===== src/design/hscs_consts.svh =====
// Offsets, reset values, field positions and the averaging sample count for the block.
`ifndef HSCS_CONSTS_SVH
`define HSCS_CONSTS_SVH
`define HSCS_CMD_SWITCH 8'h01
`define HSCS_CMD_CLEAR 8'h03
`define HSCS_CMD_FEATURE 8'h19
`define HSCS_CMD_OUT_LOW 8'h43
`define HSCS_CMD_HEAT_FAULT 8'h4F
`define HSCS_CMD_HEAT_WARN 8'h51
`define HSCS_CMD_IN_HIGH 8'h57
`define HSCS_CMD_IN_LOW 8'h58
`define HSCS_CMD_SUMMARY 8'h78
`define HSCS_SW_ON 8'h80
`define HSCS_SW_OFF 8'h00
`define HSCS_FEATURE_VAL 8'hB0
`define HSCS_OUT_LOW_RST 12'h000
`define HSCS_HEAT_FAULT_RST 12'h960
`define HSCS_HEAT_WARN_RST 12'h7D0
`define HSCS_IN_HIGH_RST 12'hFFF
`define HSCS_IN_LOW_RST 12'h000
`define HSCS_LIMIT_OFF_HI 12'hFFF
`define HSCS_LIMIT_OFF_LO 12'h000
`define HSCS_BIT_OFF 6
`define HSCS_BIT_INLOW 3
`define HSCS_BIT_TEMP 2
`define HSCS_BIT_COMM 1
`define HSCS_BIT_OTHER 0
`define HSCS_AVG_COUNT 16
`endif


===== src/design/hscs_pkg.sv =====
// Types shared by the command and status logic.
package hscs_pkg;
   // One measurement set, each valid on its own strobe.
   typedef struct packed {
      logic outVoltValid;
      logic [11:0] outVolt;
      logic inVoltValid;
      logic [11:0] inVolt;
      logic tempValid;
      logic [11:0] temp;
   } hscs_meas_t;
   // Latched warning and fault flags.
   typedef struct packed {
      logic outLowWarn;
      logic heatFault;
      logic heatWarn;
      logic inHighWarn;
      logic inLowWarn;
      logic inLowFault;
      logic commFault;
   } hscs_flags_t;
   // Switch-control sequence: tracks an off code awaiting an on code.
   typedef enum logic [0:0] {
      HSCS_SEQ_IDLE = 1'b0,
      HSCS_SEQ_OFF_SEEN = 1'b1
   } hscs_seq_t;
endpackage : hscs_pkg


===== src/design/hscs_core.sv =====
// Command interpreter and status flags of the hot-swap controller.
//
// Behaviour
// - 80h switches on, 00h off; on at reset.
// - Switch command restarts; only byte writes taken.
// - Off then on clears all flags.
// - Bare on after fault keeps flags.
// - Fault clear resets flags, releases alert.
// - Present condition re-asserts alert at once.
// - Fault clear never turns switch on.
// - Feature report reads B0h.
// - Output voltage below nonzero limit warns.
// - Overheat fault turns switch off, alerts.
// - Restart after overheat only when cooled.
// - Temperature is average of 16 samples.
// - Overheat warning alerts, keeps switch on.
// - Input voltage above limit warns.
// - Input voltage below nonzero limit warns.
// - Summary flags clear only after clear, off-on or first lockout exit.
// - Bit 6 high whenever switch off.
// - Summary bit map, unused bits zero.
// - Input-low flags set from reset until first lockout exit, clear or off-on.
`timescale 1ns/1ps
`default_nettype none
`include "hscs_consts.svh"

module hscs_core (
   // Clock and reset.
   input wire logic clk,
   input wire logic rst_n,
   // Decoded command port from the serial front end.
   input wire logic cmdValid,
   input wire logic cmdWrite,
   input wire logic [1:0] cmdLen,
   input wire logic [7:0] cmdCode,
   input wire logic [15:0] cmdData,
   input wire logic commErr,
   output logic [15:0] rdData_reg,
   output logic rdValid_reg,
   // Raw measurements and lockout state.
   input wire hscs_pkg::hscs_meas_t meas,
   input wire logic uvloClearPin,
   // Device outputs.
   output logic switchOn_reg,
   output logic alertLine_n_reg
);
   ////////////////////////////////////////////////////////////////////////
   logic [11:0] outLowLvl_reg, heatFaultLvl_reg, heatWarnLvl_reg;
   logic [11:0] inHighLvl_reg, inLowLvl_reg;
   hscs_pkg::hscs_flags_t flags_reg, flags_next, hits;
   hscs_pkg::hscs_seq_t seq_reg;
   logic [15:0] tempSum_reg;
   logic [4:0] tempCnt_reg;
   logic [11:0] tempAvg_reg;
   logic tempAvgValid_reg;
   logic uvloMeta_reg, uvloSync_reg, uvloSeen_reg;
   logic otherFlag;
   logic [7:0] summary;

   // Transaction shapes: byte write, send byte, word write.
   wire wrByte = cmdValid && cmdWrite && cmdLen == 2'd1;
   wire wrSend = cmdValid && cmdWrite && cmdLen == 2'd0;
   wire wrWord = cmdValid && cmdWrite && cmdLen == 2'd2;
   wire rdByte = cmdValid && !cmdWrite && cmdLen == 2'd1;
   wire rdWord = cmdValid && !cmdWrite && cmdLen == 2'd2;
   wire swWr = wrByte && cmdCode == `HSCS_CMD_SWITCH;
   wire onCode = swWr && cmdData[7:0] == `HSCS_SW_ON;
   wire offCode = swWr && cmdData[7:0] == `HSCS_SW_OFF;
   wire clearCmd = wrSend && cmdCode == `HSCS_CMD_CLEAR;
   wire seqClear = onCode && seq_reg == hscs_pkg::HSCS_SEQ_OFF_SEEN;
   wire wipe = clearCmd || seqClear;
   // cooled before restart
   // The last average is held, so a hot reading blocks a restart until
   // a cooler average arrives; the valid pulse alone would let it through.
   wire cool = tempAvg_reg <= heatFaultLvl_reg ||
      heatFaultLvl_reg == `HSCS_LIMIT_OFF_HI;
   wire limWr = wrWord;

   ////////////////////////////////////////////////////////////////////////
   // Synchronise the lockout indication, which comes from analog logic.
   always_ff @(posedge clk or negedge rst_n) begin
      if (!rst_n) begin
         uvloMeta_reg <= 1'b0;
         uvloSync_reg <= 1'b0;
      end else begin
         uvloMeta_reg <= uvloClearPin;
         uvloSync_reg <= uvloMeta_reg;
      end
   end

   always_ff @(posedge clk or negedge rst_n) begin
      if (!rst_n) begin
         tempSum_reg <= 16'h0000;
         tempCnt_reg <= 5'd0;
         tempAvg_reg <= 12'h000;
         tempAvgValid_reg <= 1'b0;
      end else begin
         tempAvgValid_reg <= 1'b0;
         if (meas.tempValid) begin
            if (tempCnt_reg == 5'(`HSCS_AVG_COUNT - 1)) begin
               tempAvg_reg <= 12'((tempSum_reg + 16'(meas.temp)) >> 4);
               tempAvgValid_reg <= 1'b1;
               tempSum_reg <= 16'h0000;
               tempCnt_reg <= 5'd0;
            end else begin
               tempSum_reg <= tempSum_reg + 16'(meas.temp);
               tempCnt_reg <= tempCnt_reg + 5'd1;
            end
         end
      end
   end

   ////////////////////////////////////////////////////////////////////////
   // Threshold hits; each compare runs only on its own fresh sample.
   always_comb begin
      hits = '0;
      hits.outLowWarn = meas.outVoltValid &&
         outLowLvl_reg != `HSCS_LIMIT_OFF_LO && meas.outVolt < outLowLvl_reg;
      hits.heatFault = tempAvgValid_reg &&
         heatFaultLvl_reg != `HSCS_LIMIT_OFF_HI &&
         tempAvg_reg > heatFaultLvl_reg;
      hits.heatWarn = tempAvgValid_reg &&
         heatWarnLvl_reg != `HSCS_LIMIT_OFF_HI &&
         tempAvg_reg > heatWarnLvl_reg;
      hits.inHighWarn = meas.inVoltValid &&
         inHighLvl_reg != `HSCS_LIMIT_OFF_HI && meas.inVolt > inHighLvl_reg;
      hits.inLowWarn = meas.inVoltValid &&
         inLowLvl_reg != `HSCS_LIMIT_OFF_LO && meas.inVolt < inLowLvl_reg;
      hits.commFault = commErr;
   end

   always_comb begin
      flags_next = wipe ? hscs_pkg::hscs_flags_t'('0) : flags_reg;
      if (uvloSync_reg && !uvloSeen_reg) begin
         flags_next.inLowFault = 1'b0;
         flags_next.inLowWarn = 1'b0;
      end
      flags_next = flags_next | hits;
   end

   // Flags, lockout memory and the switch-control sequence.
   always_ff @(posedge clk or negedge rst_n) begin
      if (!rst_n) begin
         flags_reg <= '0;
         flags_reg.inLowFault <= 1'b1;
         flags_reg.inLowWarn <= 1'b1;
         uvloSeen_reg <= 1'b0;
         seq_reg <= hscs_pkg::HSCS_SEQ_IDLE;
      end else begin
         flags_reg <= flags_next;
         if (uvloSync_reg)
            uvloSeen_reg <= 1'b1;
         if (offCode)
            seq_reg <= hscs_pkg::HSCS_SEQ_OFF_SEEN;
         else if (onCode)
            seq_reg <= hscs_pkg::HSCS_SEQ_IDLE;
      end
   end

   ////////////////////////////////////////////////////////////////////////
   // Threshold registers; limits take word writes only.
   always_ff @(posedge clk or negedge rst_n) begin
      if (!rst_n) begin
         outLowLvl_reg <= `HSCS_OUT_LOW_RST;
         heatFaultLvl_reg <= `HSCS_HEAT_FAULT_RST;
         heatWarnLvl_reg <= `HSCS_HEAT_WARN_RST;
         inHighLvl_reg <= `HSCS_IN_HIGH_RST;
         inLowLvl_reg <= `HSCS_IN_LOW_RST;
      end else if (limWr) begin
         if (cmdCode == `HSCS_CMD_OUT_LOW)
            outLowLvl_reg <= cmdData[11:0];
         else if (cmdCode == `HSCS_CMD_HEAT_FAULT)
            heatFaultLvl_reg <= cmdData[11:0];
         else if (cmdCode == `HSCS_CMD_HEAT_WARN)
            heatWarnLvl_reg <= cmdData[11:0];
         else if (cmdCode == `HSCS_CMD_IN_HIGH)
            inHighLvl_reg <= cmdData[11:0];
         else if (cmdCode == `HSCS_CMD_IN_LOW)
            inLowLvl_reg <= cmdData[11:0];
      end
   end

   always_ff @(posedge clk or negedge rst_n) begin
      if (!rst_n)
         switchOn_reg <= 1'b1;
      else if (hits.heatFault)
         switchOn_reg <= 1'b0;
      else if (offCode)
         switchOn_reg <= 1'b0;
      else if (onCode && cool)
         switchOn_reg <= 1'b1;
   end

   ////////////////////////////////////////////////////////////////////////
   // summary bit map
   assign otherFlag = flags_reg.outLowWarn | flags_reg.inHighWarn |
      flags_reg.inLowWarn;
   always_comb begin
      summary = 8'h00;
      summary[`HSCS_BIT_OFF] = !switchOn_reg;
      summary[`HSCS_BIT_INLOW] = flags_reg.inLowFault;
      summary[`HSCS_BIT_TEMP] = flags_reg.heatFault | flags_reg.heatWarn;
      summary[`HSCS_BIT_COMM] = flags_reg.commFault;
      summary[`HSCS_BIT_OTHER] = otherFlag;
   end

   // Read answers one cycle after the request; unknown codes return zero.
   always_ff @(posedge clk or negedge rst_n) begin
      if (!rst_n) begin
         rdData_reg <= 16'h0000;
         rdValid_reg <= 1'b0;
      end else begin
         rdValid_reg <= rdByte || rdWord;
         rdData_reg <= 16'h0000;
         if (rdByte && cmdCode == `HSCS_CMD_FEATURE)
            rdData_reg <= {8'h00, `HSCS_FEATURE_VAL};
         else if (rdByte && cmdCode == `HSCS_CMD_SWITCH)
            rdData_reg <= {8'h00, switchOn_reg ? `HSCS_SW_ON : `HSCS_SW_OFF};
         else if (rdByte && cmdCode == `HSCS_CMD_SUMMARY)
            rdData_reg <= {8'h00, summary};
         else if (rdWord && cmdCode == `HSCS_CMD_OUT_LOW)
            rdData_reg <= {4'h0, outLowLvl_reg};
         else if (rdWord && cmdCode == `HSCS_CMD_HEAT_FAULT)
            rdData_reg <= {4'h0, heatFaultLvl_reg};
         else if (rdWord && cmdCode == `HSCS_CMD_HEAT_WARN)
            rdData_reg <= {4'h0, heatWarnLvl_reg};
         else if (rdWord && cmdCode == `HSCS_CMD_IN_HIGH)
            rdData_reg <= {4'h0, inHighLvl_reg};
         else if (rdWord && cmdCode == `HSCS_CMD_IN_LOW)
            rdData_reg <= {4'h0, inLowLvl_reg};
      end
   end

   always_ff @(posedge clk or negedge rst_n) begin
      if (!rst_n)
         alertLine_n_reg <= 1'b1;
      else
         alertLine_n_reg <= !(|flags_next);
   end
endmodule : hscs_core

`default_nettype wire


===== config.mk =====
export PLATFORM = sky130hd
export DESIGN_NAME = hscs_core
export DESIGN_NICKNAME = d
export VERILOG_FILES = /design/src/design/hscs_pkg.sv /design/src/design/hscs_core.sv
export VERILOG_INCLUDE_DIRS = /design/src /design/src/design
export SDC_FILE = /design/constraint.sdc
export NUM_CORES = 1
export LEC_CHECK = 0
export CAP_MARGIN = 40
export CORE_ASPECT_RATIO = 1.75
export CORE_MARGIN = 2
export CORE_UTILIZATION = 50
export CTS_BUF_LIST = sky130_fd_sc_hd__clkbuf_8
export DETAILED_ROUTE_END_ITERATION = 10
export DONT_BUFFER_PORTS = 1
export PLACE_DENSITY = 0.7
export SYNTH_ARGS = -nofsm -noshare
export SYNTH_HDL_FRONTEND = slang
export SYNTH_SLANG_ARGS = --single-unit

===== constraint.sdc =====
create_clock -name clk -period 2.94 [get_ports clk]
set_input_delay 0.441 -clock clk [delete_from_list [all_inputs] [get_ports clk]]
set_output_delay 0.441 -clock clk [all_outputs]
set_load 0.03 [all_outputs]

==> results.sh <==
export IMPL_reg2reg_slack_ns=0.30
export IMPL_ctsResizeCount=0
export IMPL_track_usage=0.263
export IMPL_timing_rr_start="inHighLvl_reg[1]$_DFFE_PN1P_"
export IMPL_clk_latency_ns=0.44
export IMPL_cp_start_kind="flip-flop"
export IMPL_grt_antenna_before_repair=0
export IMPL_cts_tree="done"
export IMPL_clock_fmax_ghz=0.378
export IMPL_path_max_fanout=3
export IMPL_synth_cells=724
export IMPL_die_h_microns=162
export IMPL_ys_seq_area_frac=0.424
export IMPL_diodes=0
export IMPL_num_nets_final=875
export IMPL_p_leak_nw=3.59
export IMPL_crit_type="reg -> reg"
export IMPL_hold_class="in -> async"
export IMPL_synth_distinct_cells=69
export IMPL_dr_total_vias=5696
export IMPL_ys_warn_count=0
export IMPL_fill_cells=1240
export IMPL_grt_pass1_wl_microns=30700
export IMPL_postLayoutSetupSlackWorst_ns=0.298
export IMPL_grt_pass1_vias=6094
export IMPL_cts_setup_buffers=0
export IMPL_largest_register_ffs=16
export IMPL_core_sq_mm=0.0139
export IMPL_dieArea_sq_mm=0.0153
export IMPL_ant_nets=0
export IMPL_place_hpwl_microns=15200
export IMPL_async_flop_share=1.00
export IMPL_status="complete, but fails checks"
export IMPL_path_cells="inv_1, ha_1, nor2b_1, o211ai_1, a21oi_1, a2111oi_0, o2bb2ai_1, or4_4, nor4_2"
export IMPL_synth_most_common_cell="dfrtp_1"
export IMPL_regArea_sq_mm=0.00304
export IMPL_ff2ff_path_depth=9
export IMPL_drc=0
export IMPL_tns_ns=0
export IMPL_synth_area_sq_mm=0.00716
export IMPL_cts_clk_slew_worst_paths_ns=0.08
export IMPL_maxSlewViolCount=0
export IMPL_numCtsBuffers=17
export IMPL_finalWirelength_microns=19200
export IMPL_gr_total_overflow=0
export IMPL_synth_area_leaders="dfrtp_1, ha_1, dfstp_2"
export IMPL_synth_avg_cell_area_sq_um=9.89
export IMPL_synth_enable_flop_cells=0
export IMPL_die_w_microns=94.5
export IMPL_fin_hold_ws_ns=-0.315
export IMPL_peakVddDrop_mv=0.452
export IMPL_firstDrtPassIters=6
export IMPL_rows=57
export IMPL_synthTopCellsByCount="dfrtp_1, inv_1, ha_1"
export IMPL_critPathCaptureType="flip-flop"
export IMPL_ios=90
export IMPL_syn2layout_area_growth_pct=8.79
export IMPL_p_per_area_mw_per_mm2=647
export IMPL_setup_viol=0
export IMPL_drt_iter0_markers=340
export IMPL_cts_sinks=120
export IMPL_cp_slowest_stage_delay_ns=0.56
export IMPL_critical_path_required_ns=3.28
export IMPL_rsz0062_at_grt="false"
export IMPL_fin_crit_sh=0.899
export IMPL_drive_above_1_share=0.158
export IMPL_fin_crit_ns=2.64
export IMPL_synth_top_area_share=0.329
export IMPL_htree_num_levels=4
export IMPL_reg2reg_to="alertLine_n_reg$_DFF_PN1_"
export IMPL_io_buffers=0
export IMPL_slew_headroom=0.531
export IMPL_crit_buf_inv=1
export IMPL_detail_route_wl_per_cell_microns=20.8
export IMPL_max_clock_path_buffers=2
export IMPL_grt_max_degree=121
export IMPL_place_gp_congestion=0.959
export IMPL_ys_seq_elements=120
export IMPL_cpLargestDelayFamily="compound AO/OA/AOI/OAI gates"
export IMPL_cap_violations=0
export IMPL_multi_input_area_sq_mm=0.00375
export IMPL_synth_top_flop_cell="dfrtp_1"
export IMPL_final_core_util=0.560
export IMPL_dp_slack_ns=0.261
export IMPL_finalHoldViolCount=120
export IMPL_tightest_slew_ns=0.704
export IMPL_via_per_inst=6.18
export IMPL_crit_start="inHighLvl_reg[1]$_DFFE_PN1P_"
export IMPL_start_util=0.515
export IMPL_violations="hold timing"
export IMPL_crit_slowest_cell="dfstp_2"
export IMPL_cts_root_buf="clkbuf_8"
export IMPL_finClkSkew_ns=0.0146
export IMPL_crit_arrival_ns=2.99
export IMPL_yosysTopAreaCell="dfrtp_1"
area by class of cell:
type	instances	share of cell area
timing repair buffer	8	0.00819
clock inverter	15	0.0241
tap	177	0.0284
sequential	120	0.390
multi-input combinational	506	0.481
inverter	79	0.0381
clock buffer	17	0.0300
per-stage QoR:
stage / power [W] / std cells / cell area (sq um)
6_report: 0.00504 / 922 / 7790
5_1_grt: 0.00537 / 922 / 7790
3_3_place_gp: 0.00338 / 889 / 7360
2_1_floorplan: 0.00314 / 727 / 7170
3_5_place_dp: 0.00349 / 890 / 7370
4_1_cts: 0.00506 / 922 / 7790
cell families after synthesis:
group,synth area share
AND/OR/NAND/NOR,0.158
AO/OA/AOI/OAI,0.155
flip-flops,0.424
buffers and inverters,0.0554
adder cells (fa/ha/maj),0.127
multiplexers,0.0641
XOR/XNOR,0.0159
other,0.000524
cells in the final DEF, fill, tap and decap left out, types with 5 or more instances in the layout:
master,instances
or3_1,11
xnor2_1,7
inv_1,81
a21oi_1,30
nand4_1,22
clkbuf_8,17
o22ai_1,9
o21a_1,6
ha_1,71
nand3_1,25
dfrtp_1,94
nand2_1,64
nor2_1,18
nor4_1,7
nor3_1,7
dfstp_2,26
nor2b_1,13
a222oi_1,5
nand2b_1,6
mux2_2,39
xor2_1,6
a22oi_1,21
a21o_1,8
buf_4,7
o21ai_0,50
o211ai_1,9
routing by layer:
layer | part of all wire | GRT usage | vias up
li1 | - | - | 2631
met3 | 0.057 | 0.0598 | 75
met1 | 0.34 | 0.264 | 2785
met2 | 0.53 | 0.475 | 205
met5 | 0 | 0 | -
met4 | 0.067 | 0.173 | 0
how the worst max path moves through the flow:
stage,to,slack (ns),cells past startpoint
2_1_floorplan,tempSum_reg[14]$_DFFE_PN0P_,0.56,10
3_3_place_gp,tempSum_reg[14]$_DFFE_PN0P_,0.34,10
3_5_place_dp,tempSum_reg[14]$_DFFE_PN0P_,0.26,10
4_1_cts,alertLine_n_reg$_DFF_PN1_,0.26,9
5_1_grt,alertLine_n_reg$_DFF_PN1_,0.02,9
6_report,alertLine_n_reg$_DFF_PN1_,0.30,9
power breakdown:
part	internal [W]	switching, W
logic	0.000620	0.000742
registers	0.00188	0.000217
clock network	0.000912	0.000670
(Power assumes the default switching activity.)
